`src/design/cpt_pkg.sv`:
```
// ****************************************************************
// constants of the cascaded pulse and warm-up timer
// ****************************************************************
package cpt_pkg;
    // register byte offsets
    localparam logic [7:0] OFF_LOWER_CTRL    = 8'h00;
    localparam logic [7:0] OFF_UPPER_CTRL    = 8'h04;
    localparam logic [7:0] OFF_WIDTH_LOW     = 8'h08;
    localparam logic [7:0] OFF_WIDTH_HIGH    = 8'h0c;
    localparam logic [7:0] OFF_PERIOD_LOW    = 8'h10;
    localparam logic [7:0] OFF_PERIOD_HIGH   = 8'h14;
    localparam logic [7:0] OFF_STATUS        = 8'h18;
    localparam logic [7:0] OFF_COUNT         = 8'h1c;

    // lower control fields
    localparam int LC_SRC_LSB = 4;
    localparam int LC_SRC_MSB = 6;
    localparam int LC_WID_LSB = 0;
    localparam int LC_WID_MSB = 2;
    localparam logic [2:0] LC_WIDTH_16 = 3'h3;

    // upper control fields
    localparam int UC_INIT_BIT = 7;
    localparam int UC_RUN_BIT  = 3;
    localparam int UC_MODE_LSB = 0;
    localparam int UC_MODE_MSB = 2;
    localparam logic [2:0] MODE_PULSE  = 3'h7;
    localparam logic [2:0] MODE_WARMUP = 3'h5;

    // status fields
    localparam int ST_RUN_BIT = 0;
    localparam int ST_FF_BIT  = 1;

    // count source codes
    localparam logic [2:0] SRC_DIV11  = 3'h0;
    localparam logic [2:0] SRC_DIV7   = 3'h1;
    localparam logic [2:0] SRC_DIV5   = 3'h2;
    localparam logic [2:0] SRC_DIV3   = 3'h3;
    localparam logic [2:0] SRC_LOWCLK = 3'h4;
    localparam logic [2:0] SRC_DIV1   = 3'h5;
    localparam logic [2:0] SRC_FULL   = 3'h6;
    localparam logic [2:0] SRC_EXTPIN = 3'h7;

    // prescaler and reset values
    localparam int         PRESCALE_W   = 11;
    localparam logic [7:0] RST_CTRL     = 8'h00;
    localparam logic [7:0] RST_COMPARE  = 8'hff;
    localparam logic [15:0] WARMUP_LOW_MASK = 16'hff00;
endpackage : cpt_pkg

```
`src/design/cpt_tick_if.sv`:
```
`timescale 1ns/1ps
// ****************************************************************
// count source selection and count tick between timer modules
// ****************************************************************
interface cpt_tick_if;
    logic [2:0] src_sel;
    logic       tick;
    modport core (output src_sel, input tick);
    modport gen  (input src_sel, output tick);
endinterface : cpt_tick_if

```
`src/design/cpt_tick_gen.sv`:
```
`timescale 1ns/1ps
// ****************************************************************
// count tick generator: prescaler and pin edge detection
// ****************************************************************
module cpt_tick_gen (
    // clock and reset
    input  wire logic pclk,
    input  wire logic presetn,
    // source pins
    input  wire logic low_freq_clock,
    input  wire logic ext_count_in,
    // selection and tick
    cpt_tick_if.gen   tk
);
    localparam int PW = cpt_pkg::PRESCALE_W;

    logic [PW-1:0] pre_reg;
    logic [PW-1:0] pre_next;
    logic          lowclk_reg;
    logic          ext_reg;
    logic          tick_reg;
    logic          tick_next;

    // prescaler advance and tick choice
    always_comb begin
        pre_next = pre_reg + PW'(1);
        case (tk.src_sel)
            cpt_pkg::SRC_DIV11:  tick_next = (pre_reg == {PW{1'b1}});
            cpt_pkg::SRC_DIV7:   tick_next = (pre_reg[6:0] == 7'h7f);
            cpt_pkg::SRC_DIV5:   tick_next = (pre_reg[4:0] == 5'h1f);
            cpt_pkg::SRC_DIV3:   tick_next = (pre_reg[2:0] == 3'h7);
            cpt_pkg::SRC_LOWCLK: tick_next = low_freq_clock & ~lowclk_reg;
            cpt_pkg::SRC_DIV1:   tick_next = pre_reg[0];
            cpt_pkg::SRC_FULL:   tick_next = 1'b1;
            cpt_pkg::SRC_EXTPIN: tick_next = ~ext_count_in & ext_reg; // falling edge
            default:             tick_next = 1'b0;
        endcase
    end

    // registers
    always_ff @(posedge pclk or negedge presetn) begin
        if (!presetn) begin
            pre_reg    <= '0;
            lowclk_reg <= 1'b0;
            ext_reg    <= 1'b0;
            tick_reg   <= 1'b0;
        end else begin
            pre_reg    <= pre_next;
            lowclk_reg <= low_freq_clock;
            ext_reg    <= ext_count_in;
            tick_reg   <= tick_next;
        end
    end

    assign tk.tick = tick_reg;
endmodule : cpt_tick_gen

```
`src/design/cpt_timer.sv`:
```
// The register offsets and register access over APB were left to the implementer.
`timescale 1ns/1ps
// How it works
// two bytes chained as one 16-bit up-counter
// width match inverts flop, counter keeps running
// period match inverts flop, clears, raises irq
// external count levels last two machine cycles
// initial bit sets flop; reset clears flop
// output pin is inverse of flop
// software writes low byte then high byte
// software sets port latch to one
// compare writes act at once, not while running
// stop holds pin; level changes only afterwards
// upper control bit 3 runs or stops
// stopped, clearing bit 7 drives pin high
// 33h, 057h, 05fh program and start pulses
// warm-up mode chains counters into sixteen bits
// warm-up needs initial bits kept at zero
// warm-up compares only upper period byte
// warm-up match clears counter, raises irq
// software handles oscillator switch in handler
// 0100h gives 7.81 ms, ff00h 1.99 s
// 43h and 05h select warm-up on low clock
// warm-up matches never toggle the flop
module cpt_timer (
    // clock and reset
    input  wire logic        pclk,
    input  wire logic        presetn,
    // apb slave
    input  wire logic        psel,
    input  wire logic        penable,
    input  wire logic        pwrite,
    input  wire logic [7:0]  paddr,
    input  wire logic [31:0] pwdata,
    input  wire logic [3:0]  pstrb,
    output logic             pready,
    output logic [31:0]      prdata,
    output logic             pslverr,
    // count source pins
    input  wire logic        low_freq_clock,
    input  wire logic        ext_count_in,
    // timer outputs
    output logic             pulse_gen_output_pin,
    output logic             upper_counter_irq
);
    // the counter picks the source,
    // the generator returns a tick
    // of one cycle per count
    cpt_tick_if tk ();

    // ****************************************************************
    // count tick source
    // ****************************************************************
    cpt_tick_gen u_tick (
        .pclk           (pclk),
        .presetn        (presetn),
        .low_freq_clock (low_freq_clock),
        .ext_count_in   (ext_count_in),
        .tk             (tk.gen)
    );

    // ****************************************************************
    // apb slave
    // ****************************************************************
    // answer state: every bus output
    // is a flop, so no path runs
    // from address to data
    logic        pready_reg;
    logic        pready_next;
    logic [31:0] prdata_reg;
    logic [31:0] prdata_next;
    logic        pslverr_reg;
    logic        pslverr_next;
    logic        wr_take;
    logic        addr_ok;

    // control and compare bytes
    logic [7:0]  lower_counter_control_reg;
    logic [7:0]  lower_counter_control_next;
    logic [7:0]  upper_counter_control_reg;
    logic [7:0]  upper_counter_control_next;
    logic [7:0]  width_compare_low_reg;
    logic [7:0]  width_compare_low_next;
    logic [7:0]  width_compare_high_reg;
    logic [7:0]  width_compare_high_next;
    logic [7:0]  period_compare_low_reg;
    logic [7:0]  period_compare_low_next;
    logic [7:0]  period_compare_high_reg;
    logic [7:0]  period_compare_high_next;

    // counter, flop, pin and irq
    logic [15:0] count_reg;
    logic [15:0] count_next;
    logic        output_flipflop_reg;
    logic        output_flipflop_next;
    logic        pin_reg;
    logic        pin_next;
    logic        irq_reg;
    logic        irq_next;

    // address decode: eight mapped
    // words; any other offset gets
    // pslverr, reads zero and takes
    // no write
    always_comb begin
        case (paddr)
            cpt_pkg::OFF_LOWER_CTRL,
            cpt_pkg::OFF_UPPER_CTRL,
            cpt_pkg::OFF_WIDTH_LOW,
            cpt_pkg::OFF_WIDTH_HIGH,
            cpt_pkg::OFF_PERIOD_LOW,
            cpt_pkg::OFF_PERIOD_HIGH,
            cpt_pkg::OFF_STATUS,
            cpt_pkg::OFF_COUNT:   addr_ok = 1'b1;
            default:              addr_ok = 1'b0;
        endcase
    end

    // a write lands on the edge where pready is seen high;
    // only the low byte lane carries
    // data, so pstrb[0] gates it
    assign wr_take = psel & penable & pready_reg & pwrite & pstrb[0] & addr_ok;

    // one wait state, read data and error prepared with pready;
    // pready rises one cycle after
    // the access phase starts and
    // falls at once, so a held request
    // gets an answer every second cycle;
    // prdata keeps the last answer, zero after a write
    always_comb begin
        pready_next  = psel & penable & ~pready_reg;
        pslverr_next = psel & penable & ~pready_reg & ~addr_ok;
        prdata_next  = prdata_reg;
        if (psel && penable && !pready_reg) begin
            prdata_next = 32'h0000_0000;
            if (!pwrite) begin
                case (paddr)
                    cpt_pkg::OFF_LOWER_CTRL:  prdata_next[7:0] = lower_counter_control_reg;
                    cpt_pkg::OFF_UPPER_CTRL:  prdata_next[7:0] = upper_counter_control_reg;
                    cpt_pkg::OFF_WIDTH_LOW:   prdata_next[7:0] = width_compare_low_reg;
                    cpt_pkg::OFF_WIDTH_HIGH:  prdata_next[7:0] = width_compare_high_reg;
                    cpt_pkg::OFF_PERIOD_LOW:  prdata_next[7:0] = period_compare_low_reg;
                    cpt_pkg::OFF_PERIOD_HIGH: prdata_next[7:0] = period_compare_high_reg;
                    cpt_pkg::OFF_STATUS: begin
                        prdata_next[cpt_pkg::ST_RUN_BIT] =
                            upper_counter_control_reg[cpt_pkg::UC_RUN_BIT];
                        prdata_next[cpt_pkg::ST_FF_BIT]  = output_flipflop_reg;
                    end
                    cpt_pkg::OFF_COUNT:       prdata_next[15:0] = count_reg;
                    default:                  prdata_next = 32'h0000_0000;
                endcase
            end
        end
    end

    // apb answer registers
    // reset leaves the bus idle:
    // no pready, no error, data zero
    always_ff @(posedge pclk or negedge presetn) begin
        if (!presetn) begin
            pready_reg  <= 1'b0;
            prdata_reg  <= 32'h0000_0000;
            pslverr_reg <= 1'b0;
        end else begin
            pready_reg  <= pready_next;
            prdata_reg  <= prdata_next;
            pslverr_reg <= pslverr_next;
        end
    end

    // ****************************************************************
    // control and compare registers
    // ****************************************************************
    // run bit, start and mode field
    logic       run_now;
    logic       run_wr;
    logic       ctrl_wr;
    logic [2:0] mode;
    logic       start_evt;

    // a start is a run write while
    // stopped; a run write while
    // running is no start
    assign ctrl_wr   = wr_take & (paddr == cpt_pkg::OFF_UPPER_CTRL);
    assign run_now   = upper_counter_control_reg[cpt_pkg::UC_RUN_BIT];
    assign run_wr    = pwdata[cpt_pkg::UC_RUN_BIT];
    assign mode      = upper_counter_control_reg[cpt_pkg::UC_MODE_MSB:cpt_pkg::UC_MODE_LSB];
    assign start_evt = ctrl_wr & run_wr & ~run_now;

    // plain byte stores; compares are not double-buffered
    // so a compare write acts on the
    // next tick; changing one while
    // running can miss a match for a
    // whole wrap of the counter;
    // status and count are read only
    always_comb begin
        lower_counter_control_next = lower_counter_control_reg;
        upper_counter_control_next = upper_counter_control_reg;
        width_compare_low_next     = width_compare_low_reg;
        width_compare_high_next    = width_compare_high_reg;
        period_compare_low_next    = period_compare_low_reg;
        period_compare_high_next   = period_compare_high_reg;
        // only a committed write stores
        if (wr_take) begin
            case (paddr)
                cpt_pkg::OFF_LOWER_CTRL:  lower_counter_control_next = pwdata[7:0];
                cpt_pkg::OFF_UPPER_CTRL:  upper_counter_control_next = pwdata[7:0];
                cpt_pkg::OFF_WIDTH_LOW:   width_compare_low_next     = pwdata[7:0];
                cpt_pkg::OFF_WIDTH_HIGH:  width_compare_high_next    = pwdata[7:0];
                cpt_pkg::OFF_PERIOD_LOW:  period_compare_low_next    = pwdata[7:0];
                cpt_pkg::OFF_PERIOD_HIGH: period_compare_high_next   = pwdata[7:0];
                default:                  lower_counter_control_next = lower_counter_control_reg;
            endcase
        end
    end

    // control registers
    // compares wake up all ones, so
    // a missing setup gives the
    // longest period, not a zero one
    always_ff @(posedge pclk or negedge presetn) begin
        if (!presetn) begin
            lower_counter_control_reg <= cpt_pkg::RST_CTRL;
            upper_counter_control_reg <= cpt_pkg::RST_CTRL;
            width_compare_low_reg     <= cpt_pkg::RST_COMPARE;
            width_compare_high_reg    <= cpt_pkg::RST_COMPARE;
            period_compare_low_reg    <= cpt_pkg::RST_COMPARE;
            period_compare_high_reg   <= cpt_pkg::RST_COMPARE;
        end else begin
            lower_counter_control_reg <= lower_counter_control_next;
            upper_counter_control_reg <= upper_counter_control_next;
            width_compare_low_reg     <= width_compare_low_next;
            width_compare_high_reg    <= width_compare_high_next;
            period_compare_low_reg    <= period_compare_low_next;
            period_compare_high_reg   <= period_compare_high_next;
        end
    end

    // source select follows the lower control register;
    // a new source acts at once, so
    // change it only while stopped
    assign tk.src_sel =
        lower_counter_control_reg[cpt_pkg::LC_SRC_MSB:cpt_pkg::LC_SRC_LSB];

    // ****************************************************************
    // cascaded counter and output flop
    // ****************************************************************
    // mode decode and the two
    // compare values
    logic        mode_pulse;
    logic        mode_warm;
    logic        wide16;
    logic        active;
    logic [15:0] width_val;
    logic [15:0] period_val;
    logic        width_hit;
    logic        period_hit;

    // the counter moves only with the
    // 16-bit width code and a pulse
    // or warm-up mode; other settings
    // leave it frozen, but a start still clears it
    assign wide16     = (lower_counter_control_reg[cpt_pkg::LC_WID_MSB:cpt_pkg::LC_WID_LSB]
                         == cpt_pkg::LC_WIDTH_16);
    assign mode_pulse = wide16 & (mode == cpt_pkg::MODE_PULSE);
    assign mode_warm  = wide16 & (mode == cpt_pkg::MODE_WARMUP);
    assign active     = run_now & (mode_pulse | mode_warm);
    assign width_val  = {width_compare_high_reg, width_compare_low_reg};
    assign period_val = {period_compare_high_reg, period_compare_low_reg};
    assign width_hit  = (count_reg == width_val);
    // warm-up ignores the low period byte,
    // so its period is a multiple
    // of 256 ticks plus one tick
    assign period_hit = mode_warm
                      ? (count_reg == (period_val & cpt_pkg::WARMUP_LOW_MASK))
                      : (count_reg == period_val);

    // counting, matches and flop loading;
    // matches test the count present
    // at a tick; the period match
    // wins, so a width equal to the
    // period toggles once, not twice;
    // a start clears the count so the
    // first period is a full one
    always_comb begin
        count_next           = count_reg;
        output_flipflop_next = output_flipflop_reg;
        // irq is a pulse of one cycle,
        // raised only by a period match
        irq_next             = 1'b0;
        if (start_evt) begin
            count_next = 16'h0000;
        end else if (active && tk.tick) begin
            if (period_hit) begin
                count_next = 16'h0000;
                irq_next   = 1'b1;
                // warm-up never toggles, so
                // the pin keeps its initial level
                if (mode_pulse) begin
                    output_flipflop_next = ~output_flipflop_reg;
                end
            end else begin
                count_next = count_reg + 16'h0001;
                if (mode_pulse && width_hit) begin
                    output_flipflop_next = ~output_flipflop_reg;
                end
            end
        end
        // a control write while stopped loads the initial level,
        // a write that stops the counter leaves the flop alone
        if (ctrl_wr && !run_now) begin
            output_flipflop_next = pwdata[cpt_pkg::UC_INIT_BIT];
        end
        // pin follows the final flop value
        pin_next = ~output_flipflop_next;
    end

    // counter, flop and outputs
    // the pin is registered from the
    // flop's next value, so the two
    // never disagree for a cycle
    always_ff @(posedge pclk or negedge presetn) begin
        if (!presetn) begin
            count_reg           <= 16'h0000;
            output_flipflop_reg <= 1'b0;
            pin_reg             <= 1'b1;
            irq_reg             <= 1'b0;
        end else begin
            count_reg           <= count_next;
            output_flipflop_reg <= output_flipflop_next;
            pin_reg             <= pin_next;
            irq_reg             <= irq_next;
        end
    end

    // outputs straight from flops,
    // so none glitches on a decode
    assign pready               = pready_reg;
    assign prdata               = prdata_reg;
    assign pslverr              = pslverr_reg;
    assign pulse_gen_output_pin = pin_reg;
    assign upper_counter_irq    = irq_reg;
endmodule : cpt_timer

```
`config.mk`:
```
export PLATFORM = sky130hd
export DESIGN_NAME = cpt_timer
export DESIGN_NICKNAME = d
export VERILOG_FILES = /design/src/design/cpt_pkg.sv /design/src/design/cpt_tick_if.sv /design/src/design/cpt_tick_gen.sv /design/src/design/cpt_timer.sv
export SDC_FILE = /design/constraint.sdc
export NUM_CORES = 1
export LEC_CHECK = 0
export BUFFER_PORTS_ARGS = -buffer_cell sky130_fd_sc_hd__buf_2
export CELL_PAD_IN_SITES_DETAIL_PLACEMENT = 0
export CELL_PAD_IN_SITES_GLOBAL_PLACEMENT = 1
export CORE_MARGIN = 1
export CORE_UTILIZATION = 45
export CTS_CLUSTER_DIAMETER = 40
export DETAILED_ROUTE_END_ITERATION = 8
export GPL_TIMING_DRIVEN = 0
export PLACE_DENSITY_LB_ADDON = 0.08
export SLEW_MARGIN = 5
export SYNTH_ARGS = -nofsm -noshare
export SYNTH_HDL_FRONTEND = slang
export SYNTH_SLANG_ARGS = --single-unit
```
`constraint.sdc`:
```
create_clock -name pclk -period 3 [get_ports pclk]
set_clock_uncertainty 0.15 [all_clocks]
set_input_delay 0.6 -clock pclk [delete_from_list [all_inputs] [get_ports pclk]]
set_output_delay 0.6 -clock pclk [all_outputs]
set_load 0.005 [all_outputs]
```
==> metrics.md, run 1 <==
| Metric | Value |
|---|---|
| Most frequent cells in the layout | 66 x dfrtp_1, 50 x mux2_2, 42 x buf_2 |
| Area growth from synthesis to layout | 14.5% |
| Critical path peak fanout | 10 |
| Crit-path cells | buf_2, or3_1, buf_6, or4_4, buf_6, or3_4, buf_8, nor2_8, a21oi_4, buf_6, o21ai_1, o21ai_1 |
| Height of the chip | 111 um |
| DP Worst Slack | -0.906 ns |
| Clk root buf | clkbuf_16 |
| WS Path Type | input port to flip-flop |
| Maximum VDD drop | 0.381 mV |
| Final Wtd Congestion | 0.905 |
| Vias | 4113 |
| Min Hold Slack | 0.0695 ns |
| Post-synth ARST share | 100% |
| CP endpoint kind | flip-flop |
| Crit path largest cell delay | 0.48 ns |
| Hold Crit Class | input port to async pin |
| Share of layout cells above drive strength 1 | 32.1% |
| CTS tree | built |
| H-tree Lvls | 3 |
| Chip width | 111 um |
| Fin area | 6160 um^2 |
| Most used cell, CP | buf_6 |
| Hold Buf Count CTS | 0 |
| Cell count after synthesis | 501 |
| Final Hold Viols | 0 |
| Final setup vio count | 0 |
| RSZ-0062 raised after global routing | no |
| Arr. time, crit path | 2.96 ns |
| Via count of the first global-routing pass | 3898 |
| Initial antenna violation count | 0 |
| DRC | 12 |
| Dpl cell area | 5860 um^2 |
| Detailed Route WL | 13500 um |
| GRT Overall Usage | 23.1% |
| Reg2Reg Depth | 9 |
| # diodes | 0 |
| Netlist cell types | 61 |
| Initial Utilization | 46.7% |
| Die footprint | 12400 um^2 |
| Mapped Area | 5380 um^2 |
| Drt wl/cell | 18.8 um |
| Clock sinks | 99 |
| Via/cell ratio | 5.74 |
| Clock buffer depth | 2 |
| Flop2flop setup slack | 0.22 ns |
| Max-cap violation count | 0 |
| Reg-to-Reg Start | count_reg[13] |
| Total gr overflow | 0 |
| Minimum clock period | 2.90 ns |
| Fmax | 345 MHz |
| Post-synth top flop | dfrtp_1 |
| Total CTS buffers | 9 |
| Outcome | finished with violations |
| # IOs | 87 |
| Final-stage net count | 624 |
| HPWL after DPL | 10000 um |
| Avg Cell Area, Syn | 10.7 um^2 |
| Post-synth EDFFs | 0 |
| Worst setup SP type | input port |
| Slew Viols, Final | 0 |
| Commonest non-fill, non-tap cell in the layout | dfrtp_1 |
| Inst Count DP | 701 |
| Synthesis Warnings | 0 |
| P_leak | 2.71 nW |
| Rows | 39 |
| Yosys reg bits | 99 |
| IO Port Bufs | 41 |
| Seq/Total Area, Yosys | 46.8% |
| Final period util | 96.7% |
| Slowest CP cell | or4_4 |
| Reg-to-Reg End | pulse_gen_output_pin |
| Worst-skew pair later-pin latency | 0.35 ns |
| Post-layout util | 53.5% |
| Largest net degree at the start of global routing | 63 |
| Max-Slew Margin vs Limit | 40.7% |
| Failing checks | DRC |
| Pre-antenna DRT Iters | 8 |
| First-pass GRT wire length | 21600 um |
| Cell area power density | 421 nW/um^2 |
| Least-Margin Pin Slew | 0.884 ns |
| Final Non-Filler Cells | 717 |
| Initial DRC Count | 407 |
| CTS clk-pin slew, worst paths | 0.07 ns |
| Core Region | 11500 um^2 |
| Critical path required time | 3.06 ns |
| Routed Antenna Nets | 0 |
| Worst Slack Setup Final | 0.0995 ns |
==> kinds of logic after synthesis <==
group | share of synthesized area [%]
simple gates | 14.4
fa+ha+maj | 0.930
flops | 46.8
other cells | 0.0697
mux | 12.7
buf+inv | 5.93
xor+xnor | 5.70
compound gates | 13.5
==> Yosys cell counts, types with 3 or more instances <==
cell       n  share of area (%)
clkbuf_1  21                1.5
nand4_1    4               0.47
nor4_1     8               0.93
a211oi_1  10                1.4
mux2_2    50                 10
dfrtp_1   66                 31
xnor2_1    4               0.65
o21ai_1   17                1.6
a21oi_1   10               0.93
buf_4     16                2.2
nand2_1   41                2.9
a221oi_1   3               0.49
buf_6      6                1.3
dfstp_2   33                 16
and3_1    11                1.3
o22ai_1    6               0.70
and2_1     6               0.70
a32oi_1    3               0.49
a22o_1    16                2.6
xor2_1    31                5.0
nor2_1    28                2.0
o21ai_0   12                1.1
a222oi_1   5               0.93
inv_1      8               0.56
nor2b_1    3               0.35
nand3_1   14                1.3
mux2i_1   12                2.2
nor3_1     7               0.65
ha_1       4               0.93
==> per-layer routing <==
| metal | vias up | global-route usage (%) | wire length [um] |
|---|---|---|---|
| met4 | 0 | 8.92 | 246 |
| li1 | 1929 | - | - |
| met5 | - | 0 | 0 |
| met2 | 144 | 36.8 | 6250 |
| met3 | 19 | 3.86 | 759 |
| met1 | 2021 | 31.6 | 6230 |
==> area by class of cell <==
class / instances / area [um^2]
Buffer: 48 / 294
Inverter: 8 / 30.0
Clock buffer: 11 / 233
Clock inverter: 5 / 53.8
Multi-Input combinational cell: 361 / 2620
Tap cell: 143 / 179
Sequential cell: 99 / 2520
Timing Repair Buffer: 42 / 235
Fill cell: 1063 / 5360
==> where the power goes <==
| group | switching, mW | leakage (nW) | internal, mW |
|---|---|---|---|
| logic | 0.0829 | 1.40 | 0.0446 |
| clock network | 0.480 | 0.143 | 0.644 |
| registers | 0.00112 | 1.16 | 1.34 |
| total | 0.564 | 2.71 | 2.03 |
==> worst max-delay path: cells and delay by family <==
family / cells / cell delay (ns)
AND/OR/NAND/NOR: 4 / 1.31
buffers and inverters: 5 / 0.74
AO/OA/AOI/OAI: 3 / 0.30
==> per-stage QoR <==
step	setup TNS, ns	total power [mW]
floorplan	0	1.42
global placement	-19.12	1.48
detailed placement	-20.13	1.49
CTS	0	2.62
global route	0	2.68
finish	0	2.59
==> how the worst max path moves through the flow <==
stage	end	slack (ns)	from	cells past startpoint
final	count_reg[12]	0.1	paddr[7]	12
after global routing	count_reg[12]	0.02	paddr[7]	12
after CTS	count_reg[12]	0.11	paddr[7]	12
after detailed placement	period_compare_low_reg[1]	-0.91	paddr[5]	7
after global placement	period_compare_low_reg[2]	-0.87	paddr[5]	7
after floorplan	count_reg[9]	0.01	paddr[7]	10
==> repair_timing <==
action	CTS	global route
gates resized for setup	2	3
setup buffers	0	0
hold endpoints to repair	0	0
cloned	0	0
setup endpoints to repair	14	12
Note: power is estimated with default switching activity, not from simulation.
==> run 2: changes to the inputs <==
- CORE_ASPECT_RATIO: unset -> 1.4
==> run 2 against run 1 <==
  * The flow now finishes without violations
  * Design area up 0.93%
  * Combinational power up 5%
  * Register-to-register slack better by 0.09 ns
  * Critical endpoint is now count_reg[1]
  * Largest cell class unchanged
  * Largest power group unchanged
==> metrics.md, run 2 (synthesized netlist as in run 1, its figures left out) <==
| Metric | Value |
|---|---|
| Slew Viols, Final | 0 (unchanged) |
| DRC | 0 (was 12) |
| HPWL after DPL | 11100 um (was 10000 um) |
| Height of the chip | 131 um (was 111 um) |
| IO Port Bufs | 41 (unchanged) |
| Via/cell ratio | 5.61 (was 5.74) |
| Die footprint | 12400 um^2 (about the same) |
| # IOs | 87 (unchanged) |
| Pre-antenna DRT Iters | 4 (was 8) |
| Total power | 2.75 mW (was 2.59 mW) |
| Final-stage net count | 626 (was 624) |
| First-pass GRT wire length | 23400 um (was 21600 um) |
| Minimum clock period | 2.91 ns (was 2.90 ns) |
| Worst-skew pair later-pin latency | 0.36 ns (was 0.35 ns) |
| Delay-heaviest family, CP | simple AND/OR/NAND/NOR gates (unchanged) |
| Vias | 4039 (was 4113) |
| Slowest CP cell | or4_4 (unchanged) |
| Final Non-Filler Cells | 720 (was 717) |
| Initial Utilization | 46.7% (about the same) |
| Initial DRC Count | 205 (was 407) |
| Initial antenna violation count | 0 (unchanged) |
| Detailed Route WL | 14600 um (was 13500 um) |
| Core Region | 11500 um^2 (about the same) |
| Max-Slew Margin vs Limit | 46.3% (was 40.7%) |
| Fmax | 344 MHz (was 345 MHz) |
| Worst setup SP type | input port (unchanged) |
| GRT Overall Usage | 25.5% (was 23.1%) |
| Inst Count DP | 702 (was 701) |
| Drt wl/cell | 20.3 um (was 18.8 um) |
| Via count of the first global-routing pass | 4175 (was 3898) |
| Clock buffer depth | 2 (unchanged) |
| Most frequent cells in the layout | 66 x dfrtp_1, 50 x mux2_2, 43 x buf_2 (was 66 x dfrtp_1, 50 x mux2_2, 42 x buf_2) |
| CP endpoint kind | flip-flop (unchanged) |
| Clk root buf | clkbuf_16 (unchanged) |
| Area growth from synthesis to layout | 15.6% (was 14.5%) |
| Final Wtd Congestion | 0.890 (was 0.905) |
| Arr. time, crit path | 3.00 ns (was 2.96 ns) |
| Total gr overflow | 0 (unchanged) |
| Clock sinks | 99 (unchanged) |
| Chip width | 94.4 um (was 111 um) |
| Post-layout util | 54.0% (was 53.5%) |
| Outcome | complete, no violations (was finished with violations) |
| Routed Antenna Nets | 0 (unchanged) |
| CP Buf/Inv Count | 5 (unchanged) |
| P_leak | 2.74 nW (was 2.71 nW) |
| Critical path required time | 3.10 ns (was 3.06 ns) |
| Crit path largest cell delay | 0.48 ns (about the same) |
| Max-cap violation count | 0 (unchanged) |
| Final period util | 96.9% (was 96.7%) |
| Cell area power density | 442 nW/um^2 (was 421 nW/um^2) |
| Crit-path cells | buf_2, or3_4, buf_6, or4_4, buf_6, or3_4, buf_8, nor2_8, a21oi_4, buf_4, a22o_2 (was buf_2, or3_1, buf_6, or4_4, buf_6, or3_4, buf_8, nor2_8, a21oi_4, buf_6, o21ai_1, o21ai_1) |
| Total CTS buffers | 9 (unchanged) |
| Hold Crit Class | input port to async pin (unchanged) |
| WS Path Type | input port to flip-flop (unchanged) |
| Share of layout cells above drive strength 1 | 32.8% (was 32.1%) |
| CTS clk-pin slew, worst paths | 0.07 ns (about the same) |
| Rows | 46 (was 39) |
| Critical path peak fanout | 9 (was 10) |
| Commonest non-fill, non-tap cell in the layout | dfrtp_1 (unchanged) |
| Final Hold Viols | 0 (unchanged) |
| Maximum VDD drop | 0.348 mV (was 0.381 mV) |
| Largest net degree at the start of global routing | 60 (was 63) |
| CTS tree | built (unchanged) |
| Final setup vio count | 0 (unchanged) |
| RSZ-0062 raised after global routing | no (unchanged) |
| # diodes | 0 (unchanged) |
| Least-Margin Pin Slew | 0.801 ns (was 0.884 ns) |
| H-tree Lvls | 3 (unchanged) |
## run 2: cell count changes in the layout (fill, tap and decap cells not counted)
| cell | change |
|---|---|
| clkbuf_16 | +1 |
| clkbuf_1 | -2 |
| or3_4 | +1 |
| inv_8 | +2 |
| buf_4 | +1 |
| inv_6 | +2 |
| clkinv_2 | -2 |
| buf_2 | +1 |
| or3_1 | -1 |
| clkinv_4 | -1 |
## run 2: final cells by class
type,count,area (um^2)
plain buffers,48,294
clock buffers,10,250
clock inverters,6,75.1
fillers,1072,5290
inverters,8,30.0
multi-input cells,361,2620
flip-flops and latches,99,2520
well taps,144,180
repair buffers,44,248
## run 2: metrics by stage
step | TNS (ns) | hold WS (ns) | setup WS [ns] | area, um^2
after floorplan | 0 | 0.154 | 0.0110 | 5440
after detailed placement | -18.10 | 0.317 | -0.761 | 5860
after global placement | -16.48 | 0.307 | -0.737 | 5830
after CTS | 0 | 0.106 | 0.0251 | 6190
after global routing | 0 | 0.119 | 0.0251 | 6220
final | 0 | 0.0789 | 0.0925 | 6220
## run 2: path summary, 6_finish.rpt
| path | from | to | slack [ns] | cells past startpoint |
|---|---|---|---|---|
| worst min register to register | u_tick.pre_reg[10] | u_tick.pre_reg[10] | 0.32 | 1 |
| max in group asynchronous | presetn | width_compare_low_reg[3] | 1.88 | 2 |
| worst min-delay path | presetn | count_reg[4] | 0.08 | 1 |
| worst max register to register | count_reg[13] | pulse_gen_output_pin | 0.31 | 9 |
| worst max-delay path | paddr[7] | count_reg[1] | 0.09 | 11 |
| min in group pclk | ext_count_in | u_tick.ext_reg | 0.21 | 1 |
## run 2: worst reg2reg max path: cells and delay by family (launching register included)
kind / cells / cell delay [ns]
DFF: 1 / 0.37
buffers and inverters: 2 / 0.51
xor gates and xnor gates: 1 / 0.20
and+or+nand+nor: 5 / 1.11
AOI/OAI and AO/OA: 1 / 0.30
## run 2: repair_timing
item	CTS	global route
resized for setup	1	5
setup buffers	0	1
pin swaps	0	2
gates cloned	0	1
setup endpoints to repair	14	24
hold buffers	0	0
## run 2: routing by layer
layer  wire [um]  GRT usage (%)
met1        6170           32.6
met2        7490           42.3
met3         416           3.18
met4         524           11.8
met5           0              0
## run 2: report_power, final
| group | leakage (nW) | internal (mW) | switching (mW) |
|---|---|---|---|
| Clock | 0.162 | 0.715 | 0.563 |
| Sequential | 1.16 | 1.34 | 0.00140 |
| Combinational | 1.41 | 0.0452 | 0.0874 |
